===== config.mk =====
export PLATFORM = sky130hd
export DESIGN_NAME = control_message_parser
export DESIGN_NICKNAME = d
export VERILOG_FILES = /design/src/verilog/msg_parser_pkg.sv /design/src/verilog/control_message_parser.sv
export SDC_FILE = /design/constraint.sdc
export NUM_CORES = 1
export LEC_CHECK = 0
export ABC_AREA = 0
export BUFFER_PORTS_ARGS = -buffer_cell sky130_fd_sc_hd__buf_2
export CAP_MARGIN = 30
export CORE_ASPECT_RATIO = 0.75
export CORE_UTILIZATION = 36
export DETAILED_ROUTE_END_ITERATION = 8
export GPL_TIMING_DRIVEN = 0
export PLACE_DENSITY_LB_ADDON = 0.15
export SLEW_MARGIN = 20
export SYNTH_ARGS = -nofsm -noshare
export SYNTH_HDL_FRONTEND = slang
export SYNTH_SLANG_ARGS = --single-unit
export TNS_END_PERCENT = 20

===== constraint.sdc =====
create_clock -name core_clk_in -period 2.9 [get_ports core_clk_in]
set_clock_uncertainty 0.2 [all_clocks]
set_input_delay 0.145 -clock core_clk_in [delete_from_list [all_inputs] [get_ports core_clk_in]]
set_output_delay 0.145 -clock core_clk_in [all_outputs]
set_load 0.01 [all_outputs]

===== src/verilog/msg_parser_pkg.sv =====
// Purpose: Shared constants and types for the control message parser
// Assumes: One byte per character, one character per valid beat
// Notes:   Command codes follow the control message set
package msg_parser_pkg;

  localparam int unsigned CHAR_W     = 8;
  localparam int unsigned CMD_LEN    = 7;
  localparam int unsigned EXT_LEN    = 3;
  localparam int unsigned FIFO_DEPTH = 8;

  localparam logic [7:0] CH_SPACE = 8'h20;
  localparam logic [7:0] CH_SEMI  = 8'h3b;
  localparam logic [7:0] CH_UPPER_A = 8'h41;
  localparam logic [7:0] CH_UPPER_Z = 8'h5a;

  // Command words packed as 7 characters
  localparam logic [55:0] CMD_RECONF  = 56'h52_434f_4e46_4947;  // RCONFIG
  localparam logic [55:0] CMD_CONFDEF = 56'h43_4f4e_4644_4546;  // CONFDEF
  localparam logic [55:0] CMD_SUBCHAN = 56'h53_5542_4348_414e;
  localparam logic [55:0] CMD_USESTRM = 56'h55_5345_5354_524d;
  localparam logic [55:0] CMD_CMPNENT = 56'h43_4d50_4e45_4e54;
  localparam logic [55:0] CMD_SERVICE = 56'h53_4552_5649_4345;
  localparam logic [55:0] CMD_USEFIGF = 56'h55_5345_4649_4746;
  localparam logic [55:0] CMD_USERAPP = 56'h55_5345_5241_5050;
  localparam logic [55:0] CMD_FIGFILE = 56'h46_4947_4649_4c45;
  localparam logic [55:0] CMD_FIBGRID = 56'h46_4942_4752_4944;
  localparam logic [55:0] CMD_RESOURC = 56'h52_4553_4f55_5243;
  localparam logic [55:0] CMD_CHANCAP = 56'h43_4841_4e43_4150;
  localparam logic [55:0] CMD_CONNAME = 56'h43_4f4e_4e41_4d45;
  localparam logic [55:0] CMD_FIGNAME = 56'h46_4947_4e41_4d45;
  localparam logic [55:0] CMD_CONINFO = 56'h43_4f4e_494e_464f;

  localparam logic [23:0] EXT_DEF = 24'h44_4546;
  localparam logic [23:0] EXT_END = 24'h45_4e44;
  localparam logic [23:0] EXT_ERR = 24'h45_5252;
  localparam logic [23:0] EXT_REC = 24'h52_4543;
  localparam logic [23:0] EXT_INF = 24'h49_4e46;

  typedef enum logic [6:0] {
    SESS_NONE   = 7'b000_0001,
    SESS_CONFIG = 7'b000_0010,
    SESS_INFOGF = 7'b000_0100,
    SESS_GRID   = 7'b000_1000,
    SESS_RSRC   = 7'b001_0000,
    SESS_CFNAME = 7'b010_0000,
    SESS_IGNAME = 7'b100_0000
  } session_t;

  typedef enum logic [3:0] {
    ST_CMD  = 4'b0001,
    ST_EXT  = 4'b0010,
    ST_DATA = 4'b0100,
    ST_SKIP = 4'b1000
  } parse_state_t;

  typedef enum logic [2:0] {
    ERR_NONE    = 3'h0,
    ERR_FORMAT  = 3'h1,
    ERR_UNKNOWN = 3'h2,
    ERR_CONTEXT = 3'h3,
    ERR_RANGE   = 3'h4,
    ERR_REMOTE  = 3'h5
  } err_code_t;

  typedef struct packed {
    logic [55:0] cmd;
    logic [23:0] command_extension;
    logic [7:0]  data_fields;
    session_t    session;
  } msg_info_t;

  typedef struct packed {
    logic [7:0] ch;
    logic       last;
  } char_beat_t;

endpackage : msg_parser_pkg


===== src/verilog/control_message_parser.sv =====
// Purpose: Parses the control message character stream, tracks sessions
// Assumes: Inputs synchronous to core_clk_in; one character per beat
// Notes:   Error replies are flagged on err_valid_out for a generator to send
// Summary of operation
// - Messages may arrive at any time; no frame schedule is assumed.
// - A message opens with the command word and ends at the terminator.
// - Command word and extension are mandatory; data fields are optional.
// - Command word is seven upper case letters.
// - One space separates adjacent fields.
// - Terminator is one semicolon character.
// - Data fields never hold space or semicolon.
// - Command and extension select the data field layout.
// - Decode the command word, then handle per extension.
// - Unknown command, bad format or range errors raise an error; no range check is made, and ERR_RANGE is never raised.
// - Session length is fixed or stated by the opening message.
// - Sender closes each session with an explicit close message.
// - Errors in or just after a session are reported by the recipient.
// - An error aborts, discards and implicitly closes the session.
// - Only one session may be open at a time.
// - Six session types are tracked.
// - Session-bound messages outside their session are flagged.
// - No action message inside an open configuration session.
// - Pairs from the wrong role may be rejected.
`timescale 1ns/100ps
module char_fifo #(
  parameter int unsigned WIDTH = 9,
  parameter int unsigned DEPTH = 8
) (
  input  wire logic             core_clk_in,
  input  wire logic             rst_in,
  input  wire logic             wr_valid_in,
  output logic                  wr_ready_out,
  input  wire logic [WIDTH-1:0] wr_data_in,
  output logic                  rd_valid_out,
  input  wire logic             rd_ready_in,
  output logic      [WIDTH-1:0] rd_data_out
);
  localparam int unsigned AW = $clog2(DEPTH);

  // ----------------------------------------------------------------
  // Parameter checks
  // ----------------------------------------------------------------
  if (DEPTH < 2 || (DEPTH & (DEPTH - 1)) != 0) begin : g_depth_bad
    $error("DEPTH must be a power of two");
  end
  if (WIDTH < 1) begin : g_width_bad
    $error("WIDTH must be at least one");
  end

  // ----------------------------------------------------------------
  // Storage and flags
  // ----------------------------------------------------------------
  logic [WIDTH-1:0] mem_q [DEPTH];
  logic [AW:0]      wr_ptr_q;
  logic [AW:0]      rd_ptr_q;
  wire              full  = (wr_ptr_q[AW] != rd_ptr_q[AW]) &&
                            (wr_ptr_q[AW-1:0] == rd_ptr_q[AW-1:0]);
  wire              empty = (wr_ptr_q == rd_ptr_q);
  wire              push  = wr_valid_in && !full;
  wire              pop   = rd_valid_out && rd_ready_in;
  assign wr_ready_out = !full;
  assign rd_valid_out = !empty;
  assign rd_data_out  = mem_q[rd_ptr_q[AW-1:0]];

  // ----------------------------------------------------------------
  // Write port
  // ----------------------------------------------------------------
  always_ff @(posedge core_clk_in) begin
    if (push) mem_q[wr_ptr_q[AW-1:0]] <= wr_data_in;
  end

  // ----------------------------------------------------------------
  // Pointers
  // ----------------------------------------------------------------
  always_ff @(posedge core_clk_in) begin
    if (rst_in) begin
      wr_ptr_q <= '0;
      rd_ptr_q <= '0;
    end else begin
      if (push) wr_ptr_q <= wr_ptr_q + (AW+1)'(1);
      if (pop) rd_ptr_q <= rd_ptr_q + (AW+1)'(1);
    end
  end
endmodule : char_fifo

module control_message_parser
  import msg_parser_pkg::*;
#(
  parameter int unsigned DEPTH     = FIFO_DEPTH,
  parameter bit          IS_UPSTREAM = 1'b0
) (
  input  wire logic       core_clk_in,
  input  wire logic       rst_in,
  input  wire logic       char_valid_in,
  output logic            char_ready_out,
  input  wire logic [7:0] char_in,
  output logic            msg_valid_out,
  output msg_info_t       msg_info_out,
  output logic            err_valid_out,
  output err_code_t       err_code_out,
  output session_t        session_out,
  output logic            session_closed_out,
  output logic            session_abort_out
);
  // ----------------------------------------------------------------
  // Parameter checks
  // ----------------------------------------------------------------
  if (DEPTH < 2 || (DEPTH & (DEPTH - 1)) != 0) begin : g_depth_bad
    $error("DEPTH must be a power of two");
  end
  // The command and extension character counter is four bits wide
  if (CMD_LEN > 15 || EXT_LEN > 15) begin : g_len_bad
    $error("Field length exceeds the counter");
  end

  // ----------------------------------------------------------------
  // Input buffering
  // ----------------------------------------------------------------
  logic       fb_valid;
  char_beat_t wr_beat;
  char_beat_t rd_beat;
  assign wr_beat = '{ch: char_in, last: (char_in == CH_SEMI)};
  // characters taken whenever there is room
  char_fifo #(.WIDTH($bits(char_beat_t)), .DEPTH(DEPTH)) u_fifo (
    .core_clk_in  (core_clk_in),
    .rst_in       (rst_in),
    .wr_valid_in  (char_valid_in),
    .wr_ready_out (char_ready_out),
    .wr_data_in   (wr_beat),
    .rd_valid_out (fb_valid),
    .rd_ready_in  (1'b1),
    .rd_data_out  (rd_beat)
  );
  wire [7:0] ch       = rd_beat.ch;
  wire       is_sep   = (ch == CH_SPACE);
  wire       is_term  = rd_beat.last;
  wire       is_upper = (ch >= CH_UPPER_A) && (ch <= CH_UPPER_Z);

  // ----------------------------------------------------------------
  // Field scanner
  // ----------------------------------------------------------------
  parse_state_t st_q;
  logic [55:0]  cmd_q;
  logic [23:0]  ext_q;
  logic [3:0]   cnt_q;
  logic [7:0]   nfield_q;
  logic         dlen_q;
  logic         bad_q;

  wire cmd_full = (cnt_q == 4'(CMD_LEN));
  wire ext_full = (cnt_q == 4'(EXT_LEN));
  wire cmd_bad  = (st_q == ST_CMD) && ((is_upper && cmd_full) || (!is_upper && !is_sep) ||
                  (is_sep && !cmd_full));
  wire ext_bad  = (st_q == ST_EXT) && ((is_upper && ext_full) ||
                  (!is_upper && !is_sep && !is_term) ||
                  ((is_sep || is_term) && !ext_full));
  // empty data field means a separator followed by another separator or the terminator
  wire data_bad = (st_q == ST_DATA) && (is_sep || is_term) && !dlen_q;
  wire end_msg  = fb_valid && is_term;
  wire fmt_err  = bad_q || cmd_bad || ext_bad || data_bad || (st_q == ST_CMD) ||
                  ((st_q == ST_SKIP) && bad_q);

  always_ff @(posedge core_clk_in) begin
    if (rst_in) begin
      st_q     <= ST_CMD;
      cmd_q    <= '0;
      ext_q    <= '0;
      cnt_q    <= '0;
      nfield_q <= '0;
      dlen_q   <= 1'b0;
      bad_q    <= 1'b0;
    end else if (fb_valid) begin
      if (is_term) begin
        st_q     <= ST_CMD;
        cnt_q    <= '0;
        nfield_q <= '0;
        dlen_q   <= 1'b0;
        bad_q    <= 1'b0;
      end else begin
        unique case (st_q)
          ST_CMD: begin
            if (cmd_bad) begin
              st_q  <= ST_SKIP;
              bad_q <= 1'b1;
            end else if (is_sep) begin
              st_q  <= ST_EXT;
              cnt_q <= '0;
            end else begin
              cmd_q <= {cmd_q[47:0], ch};
              cnt_q <= cnt_q + 4'h1;
            end
          end
          ST_EXT: begin
            if (ext_bad) begin
              st_q  <= ST_SKIP;
              bad_q <= 1'b1;
            end else if (is_sep) begin
              st_q   <= ST_DATA;
              dlen_q <= 1'b0;
            end else begin
              ext_q <= {ext_q[15:0], ch};
              cnt_q <= cnt_q + 4'h1;
            end
          end
          // data fields split on space only
          ST_DATA: begin
            if (data_bad) begin
              st_q  <= ST_SKIP;
              bad_q <= 1'b1;
            end else if (is_sep) begin
              dlen_q <= 1'b0;
            end else begin
              if (!dlen_q) nfield_q <= nfield_q + 8'h01;
              dlen_q <= 1'b1;
            end
          end
          ST_SKIP: st_q <= ST_SKIP;
        endcase
      end
    end
  end

  // ----------------------------------------------------------------
  // Command decode and session tracking
  // ----------------------------------------------------------------
  // decode command then extension
  wire c_cfg   = (cmd_q == CMD_CONFDEF);
  wire c_cfgm  = (cmd_q == CMD_SUBCHAN) || (cmd_q == CMD_USESTRM) ||
                 (cmd_q == CMD_CMPNENT) || (cmd_q == CMD_SERVICE) ||
                 (cmd_q == CMD_USEFIGF) || (cmd_q == CMD_USERAPP);
  wire c_fig   = (cmd_q == CMD_FIGFILE);
  wire c_grid  = (cmd_q == CMD_FIBGRID);
  wire c_rsrc  = (cmd_q == CMD_RESOURC);
  wire c_rsrcm = (cmd_q == CMD_CHANCAP);
  wire c_cfn   = (cmd_q == CMD_CONNAME);
  wire c_ign   = (cmd_q == CMD_FIGNAME);
  wire c_act   = (cmd_q == CMD_RECONF);
  wire known   = c_cfg | c_cfgm | c_fig | c_grid | c_rsrc | c_rsrcm | c_cfn | c_ign | c_act |
                 (cmd_q == CMD_CONINFO);
  wire e_def   = (ext_q == EXT_DEF);
  wire e_end   = (ext_q == EXT_END);
  wire e_err   = (ext_q == EXT_ERR);
  wire e_rec   = (ext_q == EXT_REC);
  wire sess_cmd = c_cfg | c_fig | c_grid | c_rsrc | c_cfn | c_ign;
  wire opener  = sess_cmd & e_def;
  // only a session command with END closes a session cleanly; any error aborts it
  wire closer  = sess_cmd & e_end;
  session_t sess_q;
  session_t sess_sel;
  assign sess_sel = c_cfg  ? SESS_CONFIG :
                    c_fig  ? SESS_INFOGF :
                    c_grid ? SESS_GRID   :
                    c_rsrc ? SESS_RSRC   :
                    c_cfn  ? SESS_CFNAME : SESS_IGNAME;
  wire in_sess = (sess_q != SESS_NONE);
  wire ctx_bad = (c_cfgm && sess_q != SESS_CONFIG) ||
                 (c_rsrcm && sess_q != SESS_RSRC) ||
                 (e_rec && ((c_fig && sess_q != SESS_INFOGF) ||
                            (c_grid && sess_q != SESS_GRID))) ||
                 (closer && (!in_sess || sess_q != sess_sel)) ||
                 (opener && in_sess) ||
                 (c_act && sess_q == SESS_CONFIG);
  // role check on grid and resource openers
  wire role_bad = IS_UPSTREAM ? 1'b0 : ((c_grid | c_rsrc) & e_def);
  err_code_t err_sel;
  assign err_sel = fmt_err          ? ERR_FORMAT  :
                   !known           ? ERR_UNKNOWN :
                   e_err            ? ERR_REMOTE  :
                   (ctx_bad | role_bad) ? ERR_CONTEXT : ERR_NONE;
  wire accept = end_msg && (err_sel == ERR_NONE);

  logic     abort_q;
  logic     close_q;
  always_ff @(posedge core_clk_in) begin
    if (rst_in) begin
      sess_q  <= SESS_NONE;
      abort_q <= 1'b0;
      close_q <= 1'b0;
    end else begin
      abort_q <= 1'b0;
      close_q <= 1'b0;
      if (end_msg) begin
        if (err_sel != ERR_NONE) begin
          abort_q <= in_sess;
          sess_q  <= SESS_NONE;
        end else if (closer) begin
          sess_q  <= SESS_NONE;
          close_q <= 1'b1;
        end else if (opener) begin
          sess_q <= sess_sel;
        end
      end
    end
  end

  // ----------------------------------------------------------------
  // Result outputs
  // ----------------------------------------------------------------
  logic      mv_q;
  logic      ev_q;
  msg_info_t info_q;
  err_code_t ec_q;
  always_ff @(posedge core_clk_in) begin
    if (rst_in) begin
      mv_q   <= 1'b0;
      ev_q   <= 1'b0;
      info_q <= '{cmd: '0, command_extension: '0, data_fields: '0, session: SESS_NONE};
      ec_q   <= ERR_NONE;
    end else begin
      // pair and field count reported together
      mv_q <= accept;
      ev_q <= end_msg && (err_sel != ERR_NONE) && (err_sel != ERR_REMOTE);
      if (end_msg) begin
        info_q <= '{cmd: cmd_q, command_extension: ext_q, data_fields: nfield_q, session: sess_q};
        ec_q   <= err_sel;
      end
    end
  end
  assign msg_valid_out      = mv_q;
  assign msg_info_out       = info_q;
  assign err_valid_out      = ev_q;
  assign err_code_out       = ec_q;
  assign session_out        = sess_q;
  assign session_closed_out = close_q;
  assign session_abort_out  = abort_q;

endmodule : control_message_parser


== Yosys cells after proc, flatten, opt, wreduce, memory -nomap -nowiden ==
Memories as Yosys holds them, arrays and structs flattened. A register that Yosys moved wholly into a read port is not among the register bits.
Cells that the tools add are included.

* Bits in writable memories: 72
* Output and inout bits: 110
* Bits in registers: 215
* Word-level logic and storage cells: 223
* Memories kept: 1

* Equality and inequality tests: 51
* Reductions and logical operators: 74
* Order comparisons: 2
* Bitwise operators: 26
* Add/subtract/negate cells: 4
* Muxes and demuxes: 46

{| class="wikitable"
|+ Memory list
! name !! depth !! width !! rd ports !! clocked after memory_dff !! wr ports !! line !! text
|-
| u_fifo.mem_q || 8 || 9 || 1 || 1 || 1 || control_message_parser.sv:53 || <nowiki>logic [WIDTH-1:0] mem_q [DEPTH];</nowiki>
|}

{| class="wikitable"
|+ Operator list
! operator !! number
|-
| 56-bit by 55-bit == test with 1-bit output, second input constant || 15
|-
| 24-bit by 23-bit == test with 1-bit output, second input constant || 4
|-
| 7-bit two-way mux || 8
|-
| 4-bit two-way mux || 11
|-
| 8-bit two-way mux || 5
|-
| 5-bit AND reduction || 6
|-
| 3-bit != test, second input constant || 9
|-
| 1-bit logical AND || 26
|-
| 1-bit logical OR || 22
|-
| 8-bit by 6-bit == test with 1-bit output, second input constant || 2
|-
| 1-bit bitwise OR || 16
|-
| 4-bit case mux with 4 select lines || 1
|-
| 3-bit two-way mux || 5
|-
| 4-bit by 1-bit adder with 4-bit output, second input constant || 3
|-
| 1-bit two-way mux || 12
|-
| 3-bit nonzero test || 4
|-
| 1-bit zero test || 9
|-
| 8-bit by 1-bit adder with 8-bit output, second input constant || 1
|-
| 4-bit by 2-bit == test with 1-bit output, second input constant || 2
|-
| 4-bit by 3-bit == test with 1-bit output, second input constant || 2
|-
| 8-bit by 7-bit >= comparator with 1-bit output, second input constant || 1
|-
| 8-bit by 7-bit less-or-equal comparator with 1-bit output, second input constant || 1
|-
| 4-bit != test, second input constant || 2
|-
| 4-bit case mux with 2 select lines || 1
|-
| other kinds (24) || 35
|}

== Longest topological paths before layout ==
Gate-level depths: netlist of the first run.

* Word-level depth: 20
* Mapped depth: 13

== Modules after synthesis ==
A second synthesis of the first run with hierarchy kept.

* Cells, all modules: 1384
* Area total of the unflattened synthesis: 12849.8 µm²

{| class="wikitable"
|+ By module, submodules not included
! module !! instances !! cells each !! area an instance (µm²)
|-
| control_message_parser || 1 || 1195 || 9374.0
|-
| char_fifo || 1 || 189 || 3475.8
|}

== Least setup slack after synthesis of the first run ==
Ideal clock, no wire load.

* Path type: register -> register
* Start point: register (tool-made name)
* End point: register sess_q[0] (netlist: session_out[0])
* Stages on the path, launching flop included: 12
* Data arrival time: 2.812 ns
* Data required time: 2.586 ns
* Setup slack: -0.226 ns
* Setup time: 0.114 ns
* Path through: dfxtp_1 > buf_2 > clkbuf_1 > mux4_2 > mux2_2 > clkbuf_1 > a211oi_1 > nand2_1 > a41oi_2 > nand3b_1 > o31a_1 > a21o_1

{| class="wikitable"
|+ RTL lines
! item !! line !! text
|-
| to (signal assigned) || control_message_parser.sv:290 || <nowiki>sess_q <= sess_sel;</nowiki>
|-
| to (decl) || control_message_parser.sv:248 || <nowiki>session_t sess_q;</nowiki>
|}

== Final worst setup path of the first run ==
* Start point: register cmd_q[37]
* End point: register close_q (netlist: session_closed_out)

* Longest elaborated chain between the ends: 19

{| class="wikitable"
|+ Ends and longest elaborated chain
! item !! line !! text
|-
| from (decl) || control_message_parser.sv:143 || <nowiki>logic [55:0] cmd_q;</nowiki>
|-
| from (signal assigned) || control_message_parser.sv:189 || <nowiki>cmd_q <= {cmd_q[47:0], ch};</nowiki>
|-
| 56-bit by 55-bit == test with 1-bit output, on equally long branches || control_message_parser.sv:235, control_message_parser.sv:228 ||
|-
| 7-bit two-way mux or 1-bit logical OR (tied branches) || control_message_parser.sv:254, control_message_parser.sv:228 ||
|-
| 7-bit two-way mux or 1-bit logical OR (tied branches) || control_message_parser.sv:253, control_message_parser.sv:228 ||
|-
| 7-bit two-way mux or 1-bit logical OR (tied branches) || control_message_parser.sv:252, control_message_parser.sv:229 ||
|-
| 7-bit two-way mux or 1-bit logical OR (tied branches) || control_message_parser.sv:251, control_message_parser.sv:229 ||
|-
| 7-bit two-way mux or 1-bit logical OR (tied branches) || control_message_parser.sv:250, control_message_parser.sv:230 ||
|-
| 7-bit != test (tied with other cells) || control_message_parser.sv:260 || <nowiki>(closer && (!in_sess || sess_q != sess_sel)) ||</nowiki>
|-
| 1-bit logical OR (tied with other cells) || control_message_parser.sv:260 ||
|-
| (+3 left out) || - ||
|-
| 1-bit logical OR or 1-bit bitwise OR (tied branches) || control_message_parser.sv:261, control_message_parser.sv:238 ||
|-
| 1-bit bitwise OR, on equally long branches || control_message_parser.sv:269, control_message_parser.sv:238 ||
|-
| 2-bit two-way mux or 1-bit bitwise OR (tied branches) || control_message_parser.sv:269, control_message_parser.sv:238 ||
|-
| 3-bit two-way mux or 1-bit bitwise OR (tied branches) || control_message_parser.sv:268, control_message_parser.sv:238 ||
|-
| 3-bit two-way mux || control_message_parser.sv:267 || <nowiki>!known ? ERR_UNKNOWN :</nowiki>
|-
| 3-bit two-way mux || control_message_parser.sv:266 || <nowiki>assign err_sel = fmt_err ? ERR_FORMAT :</nowiki>
|-
| 3-bit nonzero test || control_message_parser.sv:283 || <nowiki>if (err_sel != ERR_NONE) begin</nowiki>
|-
| 3-bit OR reduction (no source line) || - ||
|-
| to (signal assigned) || control_message_parser.sv:278 || <nowiki>close_q <= 1'b0;</nowiki>
|-
| to (signal assigned) || control_message_parser.sv:281 || <nowiki>close_q <= 1'b0;</nowiki>
|-
| to (signal assigned) || control_message_parser.sv:288 || <nowiki>close_q <= 1'b1;</nowiki>
|-
| to (decl) || control_message_parser.sv:273 || <nowiki>logic close_q;</nowiki>
|}

Parallel ways exist; a longest one is shown, timed or not.
A chain may end at the register's enable or synchronous reset.

==> summary.md, run 1 <==
| Metric | Value |
|---|---|
| Data required time at the worst endpoint | 3.24 ns |
| Number of maximum-capacitance violations | 0 |
| Worst setup slack after layout | -0.6252 ns |
| Overall die area | 37780 sq um |
| Switching power as a share of total power | 33.07% |
| Ordered cell list for the critical path | nor4b_4 > buf_4 > nand3_2 > nor3_1 > nand3_1 > nand4_1 > buf_6 > o2111ai_2 > a2111oi_4 > and3_4 |
| Final routed wire length divided by cell count | 22.56 um |
| Initial cell density of the core | 36.81% |
| Syn_nets | 1504 |
| Leakage power figure | 6.624 nW |
| Synth-to-Final Area Change | 36.79% |
| Synthesized area divided by synthesized cell count | 8.946 sq um |
| Number of nets still failing antenna checks after routing | 0 |
| CTS H-Tree Depth | 1 |
| Slowest cell delay on critical path | 0.62 ns |
| Kind of critical path | reg -> reg |
| Detailed-route vias per instance | 5.642 |
| Failing checks | negative setup slack |
| Total via count after detailed routing | 12860 |
| Number of I/O port buffers | 119 |
| Period minus WS final | 3.525 ns |
| Layout cell share with drive strength beyond 1 | 32.49% |
| Sequential cell area fraction in the yosys report | 48.99% |
| Actual transition at the worst max-transition pin | 1.018 ns |
| Detailed-placement wirelength estimate | 36460 um |
| Total power | 11.30 mW |
| Netlist cell types | 79 |
| Final core utilization | 50.36% |
| Internal power summed over all cells | 7.561 mW |
| Floorplan die width | 224.1 um |
| Worst endpoint data arrival time | 3.86 ns |
| Post-route insts no fill | 2279 |
| Slowest-stage cell, CP | sky130_fd_sc_hd__nor3_1 |
| Bufs on Longest Clock Path | 3 |
| Max frequency | 283.7 MHz |
| Max-slew headroom | 31.50% |
| Clock share of power | 34.1% |
| Overall routing resource usage | 25.76% |
| Boundary Pins | 121 |
| Height of the die | 168.6 um |
| Class of the most critical hold timing path | in -> reg |
| Net count reported at finish | 1772 |
| Clock tree from TritonCTS | built |
| Insertion delay of the later-clocked pin in the worst-skew pair | 0.60 ns |
| Share of total power in sequential cells | 38.4% |
| Filler cells | 3460 |
| Final weighted congestion in routability-driven placement | 0.9535 |
| Core Box Area | 36180 sq um |
| Count of mapped cells out of synthesis | 1489 |
| Smallest hold slack | 0.1655 ns |
| Register clock-pin slew on the reported worst setup and hold paths | 0.06 ns |
| CTS Root Buffer Type | sky130_fd_sc_hd__clkbuf_16 |
| Antenna violations before repair | 1 |
| Fin. max-slew vios | 0 |
| Fraction of power consumed by combinational cells | 27.4% |
| Worst R2R Path Depth | 10 |
| P_sw | 3.736 mW |
| Primary FF master, synth | sky130_fd_sc_hd__dfxtp_1 |
| Post-Synthesis Cell Area | 13320 sq um |
| Number of search-and-repair iterations in the first detailed-routing pass | 5 |
| Count of endpoints failing hold in the final timing report | 0 |
| Number of global-route vias before repair | 11600 |
| Crit Path Max Fanout | 5 |
| Cell count of the worst hold path | 2 |
| Setup repair after global routing missed its margin | true |
| Async SR Flop Fraction | 0% |
| Number of flip-flops and latches in the synthesized netlist | 290 |
| Warning count from the yosys run | 0 |
| Residual DRC count | 0 |
| Result of the run | finished, violations left |
| Wirelength, routed | 51420 um |
| Setup violators final | 142 |
| Starting DRT DRC Count | 1404 |
| Site row count | 60 |
| Fraction of the cycle the final worst path needs | 121.6% |
| Aggregate global routing overflow | 0 |
| Num Clock Sinks | 290 |
| First-pass GRT wire length | 73180 um |
| Maximum number of pins on one net before global-route repair | 17 |
| EDFF count, synth | 72 |
| Total placed cells including tap cells | 2114 |
| Capturing element type of the critical path | flip-flop |
| Max rail drop VDD | 0.0004387 V |
| Startpoint types | flip-flop |
| Inserted Clock Buffers | 31 |
| Power per cell area | 620.0 nW/um^2 |
## Yosys cell counts, drive strengths merged, types with 12 or more instances
library cell	n	area (sq um)
nand2	351	1318
dfxtp	218	4364
a21oi	170	850.8
nor2	97	364.1
clkbuf	79	296.5
edfxtp	72	2162
nand3	51	260.3
nand4	42	269.0
mux2i	32	320.3
nor3	31	160.1
nor4	30	187.7
nor3b	20	172.7
nor4b	19	232.7
mux4	18	405.4
or3	17	111.4
nor2b	16	100.1
buf	14	77.57
and3	13	81.33
xor2	13	113.9
and2	12	75.08
nor4bb	12	120.1
o21ai	12	63.81
or4	12	90.09
## layer usage
metal  up-vias  wire (um)  part of all wire, %  track usage [%]
met2       594      20090                   39            33.85
met3        67       5350                   10            7.829
met1      6298      25010                   49            40.74
li1       5898          -                    -                -
met5         -          0                    0                0
met4         0        973                  1.9            4.199
## layout make-up
cell class | count | area (sq um) | share of cell area (%)
multi-input combinational | 1095 | 7543 | 41.40
antenna | 1 | 2.502 | 0.01373
clock buffer | 40 | 849.6 | 4.663
tap | 496 | 620.6 | 3.406
timing repair buffer | 238 | 1774 | 9.737
sequential | 290 | 6566 | 36.04
buffer | 90 | 693.2 | 3.804
clock inverter | 18 | 130.1 | 0.7141
inverter | 11 | 41.29 | 0.2266
## logic make-up after synthesis
kind of cell | count (synthesis) | synth area share, %
XOR/XNOR | 19 | 1.249
adder cells (fa/ha/maj) | 4 | 0.3757
AO/OA/AOI/OAI | 243 | 10.76
AND/OR/NAND/NOR | 772 | 29.46
flip-flops | 290 | 48.99
multiplexers | 57 | 6.040
buffers and inverters | 104 | 3.118
## power groups by stage
stage	Clock (mW)	Sequential [mW]	Combinational, mW
after floorplan	0	4.40	1.38
final	3.86	4.34	3.10
after global routing	4.10	4.35	3.29
after detailed placement	0	4.42	2.11
after CTS	3.92	4.33	2.39
after global placement	0	4.42	2.09
## placed cells by master (no fill, tap or decap), types with 38 or more instances in the layout
master                        n
sky130_fd_sc_hd__dfxtp_1    196
sky130_fd_sc_hd__nand2_1    320
sky130_fd_sc_hd__a21oi_1    130
sky130_fd_sc_hd__buf_4       76
sky130_fd_sc_hd__buf_2      124
sky130_fd_sc_hd__a21oi_2     38
sky130_fd_sc_hd__nand4_1     41
sky130_fd_sc_hd__nand3_1     40
sky130_fd_sc_hd__clkbuf_1    38
sky130_fd_sc_hd__clkbuf_16   39
sky130_fd_sc_hd__nor2_1      88
sky130_fd_sc_hd__edfxtp_1    72
## per-stage QoR
stage                     TNS [ns]  setup slack, ns  instance area [sq um]
after global placement     -236.40           -1.724                  14600
after detailed placement   -162.04           -1.632                  14730
after CTS                   -35.39          -0.5309                  16580
final                       -37.12          -0.6252                  18220
after floorplan            -0.7776          -0.1238                  13380
after global routing        -54.81          -0.5542                  18220
## worst max-delay path, delay by kind of cell (launching register included)
kind	cells	cell delay, ns
DFF	1	0.43
buffers and inverters	2	0.33
AOI/OAI and AO/OA	2	0.63
and+or+nand+nor	6	1.88
## timing repair
| action | in CTS | in global routing |
|---|---|---|
| setup endpoints to repair | 208 | 256 |
| gates cloned | 0 | 11 |
| pin swaps | 33 | 87 |
| buffers inserted | 40 | 50 |
| resized for setup | 130 | 301 |
| hold endpoints to repair | 79 | 0 |
| hold buffers | 10 | 0 |
## worst paths after layout
path,start,end,slack (ns)
worst min register to register,msg_info_out[54]$_SDFFE_PP0P_,msg_info_out[54]$_SDFFE_PP0P_,0.25
worst max-delay path,cmd_q[37]$_SDFFE_PP0P_,session_closed_out$_SDFF_PP0_,-0.63
worst min-delay path,char_in[6],u_fifo.mem_q[2][7]$_DFFE_PP_,0.17
worst max register to register,cmd_q[37]$_SDFFE_PP0P_,session_closed_out$_SDFF_PP0_,-0.63
## flip-flops by register name, summed over array words and instances, names as in the netlist, 7 cells and up, named ones only
name and count:
cmd_q 56, ext_q 24, msg_info_out 95, nfield_q 8, session_out 7, u_fifo.mem_q 72
(Power assumes the default switching activity.)
==> run 2: changes to the inputs <==
clock period = 3.85 ns   (was 2.9 ns; I/O delays follow)
==> summary.md, run 2 (same netlist as run 1, synthesis figures left out) <==
| Metric | Value |
|---|---|
| Result of the run | completed (was finished, violations left) |
| Actual transition at the worst max-transition pin | 0.9816 ns (was 1.018 ns) |
| Class of the most critical hold timing path | in -> reg (unchanged) |
| Height of the die | 168.6 um (unchanged) |
| Number of nets still failing antenna checks after routing | 0 (unchanged) |
| Fraction of the cycle the final worst path needs | 97.49% (was 121.6%) |
| Placed cell areas | 14670 sq um (was 14730 sq um) |
| Number of maximum-capacitance violations | 0 (unchanged) |
| Max frequency | 266.4 MHz (was 283.7 MHz) |
| Initial cell density of the core | 36.81% (unchanged) |
| Final weighted congestion in routability-driven placement | 0.9765 (was 0.9535) |
| Detailed-placement wirelength estimate | 36500 um (was 36460 um) |
| Power per cell area | 489.1 nW/um^2 (was 620.0 nW/um^2) |
| Period minus WS final | 3.753 ns (was 3.525 ns) |
| Clock tree from TritonCTS | built (unchanged) |
| Post-Layout Inst Area | 16100 sq um (was 18220 sq um) |
| Ordered cell list for the critical path | nor4b_4 > nand3_1 > nor3_1 > or4bb_1 > o221ai_1 > a2111oi_0 > o31ai_1 > o31a_1 > nor2_1 (was nor4b_4 > buf_4 > nand3_2 > nor3_1 > nand3_1 > nand4_1 > buf_6 > o2111ai_2 > a2111oi_4 > and3_4) |
| Count of endpoints failing hold in the final timing report | 0 (unchanged) |
| Layout cell share with drive strength beyond 1 | 17.95% (was 32.49%) |
| Area taken by multi-input logic gates | 6546 sq um (was 7543 sq um) |
| Insertion delay of the later-clocked pin in the worst-skew pair | 0.59 ns (was 0.60 ns) |
| Total power | 7.873 mW (was 11.30 mW) |
| Filler cells | 3648 (was 3460) |
| Slowest cell delay on critical path | 0.75 ns (was 0.62 ns) |
| Startpoint types | flip-flop (unchanged) |
| Boundary Pins | 121 (unchanged) |
| Synth-to-Final Area Change | 20.84% (was 36.79%) |
| Sequential cell area | 6526 sq um (was 6566 sq um) |
| Floorplan die width | 224.1 um (unchanged) |
| Worst R2R Path Depth | 9 (was 10) |
| Kind of critical path | reg -> reg (unchanged) |
| Slowest-stage cell, CP | sky130_fd_sc_hd__nor3_1 (unchanged) |
| Pre-CTS setup slack | -0.3249 ns (was -1.632 ns) |
| Inserted Clock Buffers | 31 (unchanged) |
| Residual DRC count | 0 (unchanged) |
| Overall die area | 37780 sq um (unchanged) |
| CTS Root Buffer Type | sky130_fd_sc_hd__clkbuf_16 (unchanged) |
| Setup repair after global routing missed its margin | true (unchanged) |
| Max rail drop VDD | 0.0003683 V (was 0.0004387 V) |
| Cell count of the worst hold path | 2 (unchanged) |
| Number of I/O port buffers | 119 (unchanged) |
| Max-slew headroom | 33.67% (was 31.50%) |
| Net count reported at finish | 1702 (was 1772) |
| Number of global-route vias before repair | 11520 (was 11600) |
| Leakage power figure | 5.638 nW (was 6.624 nW) |
| Aggregate global routing overflow | 0 (unchanged) |
| Final routed wire length divided by cell count | 22.12 um (was 22.56 um) |
| Overall routing resource usage | 25.63% (was 25.76%) |
| Site row count | 60 (unchanged) |
| Detailed-route vias per instance | 5.587 (was 5.642) |
| Data required time at the worst endpoint | 4.12 ns (was 3.24 ns) |
| Register clock-pin slew on the reported worst setup and hold paths | 0.07 ns (was 0.06 ns) |
| Ant. Diodes | 0 (was 1) |
| Number of search-and-repair iterations in the first detailed-routing pass | 5 (unchanged) |
| Bufs on Longest Clock Path | 3 (unchanged) |
| CTS H-Tree Depth | 1 (unchanged) |
| Antenna violations before repair | 1 (unchanged) |
| Wirelength, routed | 48790 um (was 51420 um) |
| Commonest cells after routing, fill and taps aside | sky130_fd_sc_hd__nand2_1 (351), sky130_fd_sc_hd__dfxtp_1 (218), sky130_fd_sc_hd__a21oi_1 (170) (was sky130_fd_sc_hd__nand2_1 (320), sky130_fd_sc_hd__dfxtp_1 (196), sky130_fd_sc_hd__a21oi_1 (130)) |
| Post-route insts no fill | 2206 (was 2279) |
| Worst setup slack after layout | 0.09664 ns (was -0.6252 ns) |
| Total via count after detailed routing | 12320 (was 12860) |
| Num Clock Sinks | 290 (unchanged) |
| Crit Path Max Fanout | 7 (was 5) |
| Most common cell after layout, fill and taps aside | sky130_fd_sc_hd__nand2_1 (unchanged) |
| Largest register FFs | 95 (unchanged) |
| Capturing element type of the critical path | flip-flop (unchanged) |
| Core Box Area | 36180 sq um (unchanged) |
| Setup violators final | 0 (was 142) |
| Worst endpoint data arrival time | 4.02 ns (was 3.86 ns) |
| First-pass GRT wire length | 72680 um (was 73180 um) |
| Maximum number of pins on one net before global-route repair | 17 (unchanged) |
| Starting DRT DRC Count | 1098 (was 1404) |
| Total placed cells including tap cells | 2115 (was 2114) |
| Fin. max-slew vios | 0 (unchanged) |
-- run 2: changes by cell type in the layout (fill, tap and decap cells not counted), moves of 17 or more --
cell,delta
sky130_fd_sc_hd__nand2_4,-25
sky130_fd_sc_hd__nand2_1,+31
sky130_fd_sc_hd__buf_4,-46
sky130_fd_sc_hd__buf_6,-29
sky130_fd_sc_hd__a21oi_2,-38
sky130_fd_sc_hd__dfxtp_1,+22
sky130_fd_sc_hd__dfxtp_2,-17
sky130_fd_sc_hd__a21oi_1,+40
sky130_fd_sc_hd__clkbuf_1,+34
-- run 2: metal layers --
metal | vias to the layer above | wire [um] | track usage [%]
met5 | - | 0 | 1.548
met1 | 6017 | 24550 | 40.42
met3 | 50 | 5102 | 7.863
met2 | 524 | 18280 | 32.82
li1 | 5733 | - | -
met4 | 0 | 859 | 5.777
-- run 2: layout make-up --
class                           instances  share of cell area [%]
Multi-Input combinational cell       1095                   40.67
Sequential cell                       290                   40.54
Timing Repair Buffer                  165                   5.993
Clock buffer                           45                   5.581
Tap cell                              496                   3.855
Buffer                                 93                   2.417
Clock inverter                         11                  0.6840
Inverter                               11                  0.2565
-- run 2: power breakdown --
| group | switching, mW | internal [mW] |
|---|---|---|
| logic | 1.14 | 0.480 |
| registers | 0.0729 | 3.19 |
| clock network | 1.29 | 1.69 |
-- run 2: timing repair --
item                       4_1_cts  5_1_grt
setup endpoints to repair       89      128
pin swaps                        3        6
hold buffers                    10        0
hold endpoints to repair        78        0
gates resized for setup          8       35
buffers inserted                 7       15
-- run 2: worst paths after layout --
check | startpoint | to | slack, ns
worst min-delay path | char_in[2] | u_fifo.mem_q[1][3]$_DFFE_PP_ | 0.24
worst max register to register | cmd_q[37]$_SDFFE_PP0P_ | session_out[2]$_SDFFE_PP0P_ | 0.1
worst max-delay path | cmd_q[37]$_SDFFE_PP0P_ | session_out[2]$_SDFFE_PP0P_ | 0.1
worst min register to register | msg_info_out[52]$_SDFFE_PP0P_ | msg_info_out[52]$_SDFFE_PP0P_ | 0.25
-- run 2: stage by stage --
stage / TNS, ns / hold slack [ns] / util [%]
final: 0 / 0.2373 / 44.48
after CTS: 0 / 0.2157 / 43.85
after floorplan: 0 / 0.09137 / -
after global placement: -49.77 / 0.2411 / 40.17
after global routing: -1.277 / 0.2565 / 44.48
after detailed placement: -13.52 / 0.2435 / 40.54
-- run 2: critical path: cells and delay by family, from the launching register on --
family	cells	cell delay [ns]
DFF	1	0.39
AOI/OAI and AO/OA	4	0.77
and+or+nand+nor	5	2.26
==> run 3: changes to the inputs <==
CELL_PAD_IN_SITES_DETAIL_PLACEMENT = 1   (was default)
CELL_PAD_IN_SITES_GLOBAL_PLACEMENT = 2   (was default)
==> summary.md, run 3 (same netlist as run 1, synthesis figures left out) <==
| Metric | Value |
|---|---|
| Result of the run | completed (unchanged) |
| Ant. Diodes | 0 (unchanged) |
| Commonest cells after routing, fill and taps aside | sky130_fd_sc_hd__nand2_1 (351), sky130_fd_sc_hd__dfxtp_1 (218), sky130_fd_sc_hd__a21oi_1 (170) (unchanged) |
| Ordered cell list for the critical path | buf_6 > mux4_2 > or3_4 > a211oi_4 > o211a_1 > nand2_1 > a41oi_2 > nand3b_1 > o31a_2 > a21o_1 (was nor4b_4 > nand3_1 > nor3_1 > or4bb_1 > o221ai_1 > a2111oi_0 > o31ai_1 > o31a_1 > nor2_1) |
| Insertion delay of the later-clocked pin in the worst-skew pair | 0.61 ns (was 0.59 ns) |
| Num Clock Sinks | 290 (unchanged) |
| Number of nets still failing antenna checks after routing | 0 (unchanged) |
| Number of search-and-repair iterations in the first detailed-routing pass | 5 (unchanged) |
| Class of the most critical hold timing path | in -> reg (unchanged) |
| Antenna violations before repair | 0 (was 1) |
| Inserted Clock Buffers | 31 (unchanged) |
| Cell count of the worst hold path | 2 (unchanged) |
| Setup violators final | 0 (unchanged) |
| CTS H-Tree Depth | 1 (unchanged) |
| Number of I/O port buffers | 119 (unchanged) |
| Kind of critical path | reg -> reg (unchanged) |
| Worst endpoint data arrival time | 4.05 ns (was 4.02 ns) |
| WHS Endpoint | u_fifo.mem_q[1][8]$_DFFE_PP_ (was u_fifo.mem_q[1][3]$_DFFE_PP_) |
| Total placed cells including tap cells | 2115 (unchanged) |
| Initial cell density of the core | 36.81% (unchanged) |
| Number of global-route vias before repair | 12350 (was 11520) |
| Most common cell after layout, fill and taps aside | sky130_fd_sc_hd__nand2_1 (unchanged) |
| Highest metal used | met4 (unchanged) |
| Placed cell areas | 14660 sq um (was 14670 sq um) |
| Detailed-placement wirelength estimate | 38510 um (was 36500 um) |
| Crit Path Max Fanout | 7 (unchanged) |
| Worst R2R Path Depth | 10 (was 9) |
| Met2 routed WL | 19840 um (was 18280 um) |
| Power per cell area | 497.0 nW/um^2 (was 489.1 nW/um^2) |
| Final routed wire length divided by cell count | 23.33 um (was 22.12 um) |
| Leakage power figure | 5.619 nW (was 5.638 nW) |
| Starting DRT DRC Count | 1064 (was 1098) |
| Capturing element type of the critical path | flip-flop (unchanged) |
| Layout cell share with drive strength beyond 1 | 17.74% (was 17.95%) |
| Aggregate global routing overflow | 0 (unchanged) |
| Boundary Pins | 121 (unchanged) |
| Residual DRC count | 0 (unchanged) |
| Post-route met1 wirelength | 26560 um (was 24550 um) |
| Fin. max-slew vios | 0 (unchanged) |
| Synth-to-Final Area Change | 20.53% (was 20.84%) |
| Data required time at the worst endpoint | 4.14 ns (was 4.12 ns) |
| First-pass GRT wire length | 78000 um (was 72680 um) |
| Slowest-stage cell, CP | sky130_fd_sc_hd__mux4_2 (was sky130_fd_sc_hd__nor3_1) |
| Site row count | 60 (unchanged) |
| Bufs on Longest Clock Path | 3 (unchanged) |
| Period minus WS final | 3.759 ns (was 3.753 ns) |
| Max frequency | 266.0 MHz (was 266.4 MHz) |
| Max rail drop VDD | 0.0003403 V (was 0.0003683 V) |
| R2R Setup Slk | 0.09 ns (was 0.1 ns) |
| Wirelength, routed | 51410 um (was 48790 um) |
| CTS Root Buffer Type | sky130_fd_sc_hd__clkbuf_16 (unchanged) |
| Overall die area | 37780 sq um (unchanged) |
| Max-slew headroom | 37.90% (was 33.67%) |
| Floorplan die width | 224.1 um (unchanged) |
| Post-route insts no fill | 2204 (was 2206) |
| Overall routing resource usage | 27.25% (was 25.63%) |
| Final weighted congestion in routability-driven placement | 0.9847 (was 0.9765) |
| Hold Crit Start | char_in[7] (was char_in[2]) |
| Startpoint types | flip-flop (unchanged) |
| Largest register FFs | 95 (unchanged) |
| Maximum number of pins on one net before global-route repair | 17 (unchanged) |
| Net count reported at finish | 1698 (was 1702) |
| Setup repair after global routing missed its margin | true (unchanged) |
| Height of the die | 168.6 um (unchanged) |
| Slowest cell delay on critical path | 0.56 ns (was 0.75 ns) |
| Total via count after detailed routing | 12440 (was 12320) |
| Actual transition at the worst max-transition pin | 0.9315 ns (was 0.9816 ns) |
| Fraction of the cycle the final worst path needs | 97.63% (was 97.49%) |
| Met3 wire length | 3836 um (was 5102 um) |
| Post-Layout Inst Area | 16060 sq um (was 16100 sq um) |
| Endpoint of the most critical register-to-register path | session_out[0]$_SDFFE_PP1P_ (was session_out[2]$_SDFFE_PP0P_) |
| Register clock-pin slew on the reported worst setup and hold paths | 0.06 ns (was 0.07 ns) |
| Detailed-route vias per instance | 5.646 (was 5.587) |
| Number of maximum-capacitance violations | 0 (unchanged) |
| Clock tree from TritonCTS | built (unchanged) |
| Core Box Area | 36180 sq um (unchanged) |
| Count of endpoints failing hold in the final timing report | 0 (unchanged) |
## run 3: cell count changes in the layout (fill, tap and decap cells not counted), moves of 4 or more
cell	previous run	this run
sky130_fd_sc_hd__buf_2	133	128
sky130_fd_sc_hd__clkbuf_8	7	3
sky130_fd_sc_hd__clkinv_4	0	5
sky130_fd_sc_hd__clkbuf_4	0	4
## run 3: per-layer routing
metal,vias to the layer above,GRT usage (%)
met5,-,0
met4,0,6.015
met3,73,5.433
met2,434,36.82
met1,6185,43.45
li1,5751,-
## run 3: layout make-up
cell class                      count  area [sq um]
Sequential cell                   290          6526
Fill cell                        4294         20130
Clock inverter                     16         161.4
Multi-Input combinational cell   1095          6515
Inverter                           11         41.29
Tap cell                          496         620.6
Timing Repair Buffer              161         942.2
Clock buffer                       42         849.6
Buffer                             93         399.1
## run 3: worst max path at each step
stage,start,end,slack [ns],depth (start not counted)
after floorplan,flip-flop,session_out[0]$_SDFFE_PP1P_,0.72,11
after global placement,u_fifo.wr_ptr_q[1]$_SDFFE_PP0P_,msg_info_out[62]$_SDFFE_PP0P_,-0.94,8
after detailed placement,flip-flop,msg_info_out[58]$_SDFFE_PP0P_,-0.38,9
after CTS,cmd_q[28]$_SDFFE_PP0P_,session_out[2]$_SDFFE_PP0P_,-0.04,10
after global routing,flip-flop,cmd_q[54]$_SDFFE_PP0P_,-0.07,12
final,flip-flop,session_out[0]$_SDFFE_PP1P_,0.09,10
## run 3: stage by stage
step,hold slack [ns],utilization (%),power [mW],worst slack [ns],setup TNS [ns]
floorplan,0.09137,-,4.341,0.7240,0
detailed placement,0.2453,40.53,4.970,-0.3765,-15.31
finish,0.2355,44.37,7.980,0.09112,0
CTS,0.1908,43.67,8.026,-0.04323,-0.2335
global route,0.2281,44.37,8.312,-0.07449,-0.2341
global placement,0.2410,40.17,4.907,-0.9413,-79.44
## run 3: where the power goes
group	switching (mW)	leakage (nW)	total [mW]	internal [mW]
Combinational	1.19	2.70	1.69	0.497
Sequential	0.0679	2.41	3.26	3.19
Clock	1.34	0.504	3.03	1.69
Total	2.59	5.62	7.98	5.38
## run 3: critical path, delay by kind of cell, from the launching register on
family,cells,cell delay (ns)
AO/OA/AOI/OAI,5,1.68
flip-flops,1,0.33
buffers and inverters,1,0.14
AND/OR/NAND/NOR,3,0.76
multiplexers,1,0.56
## run 3: what timing repair did
action,in CTS,in global routing
pin swaps,1,9
setup endpoints to repair,81,111
gates resized for setup,7,37
setup buffers,0,19
hold buffers,10,0
endpoints found under the hold margin,78,0
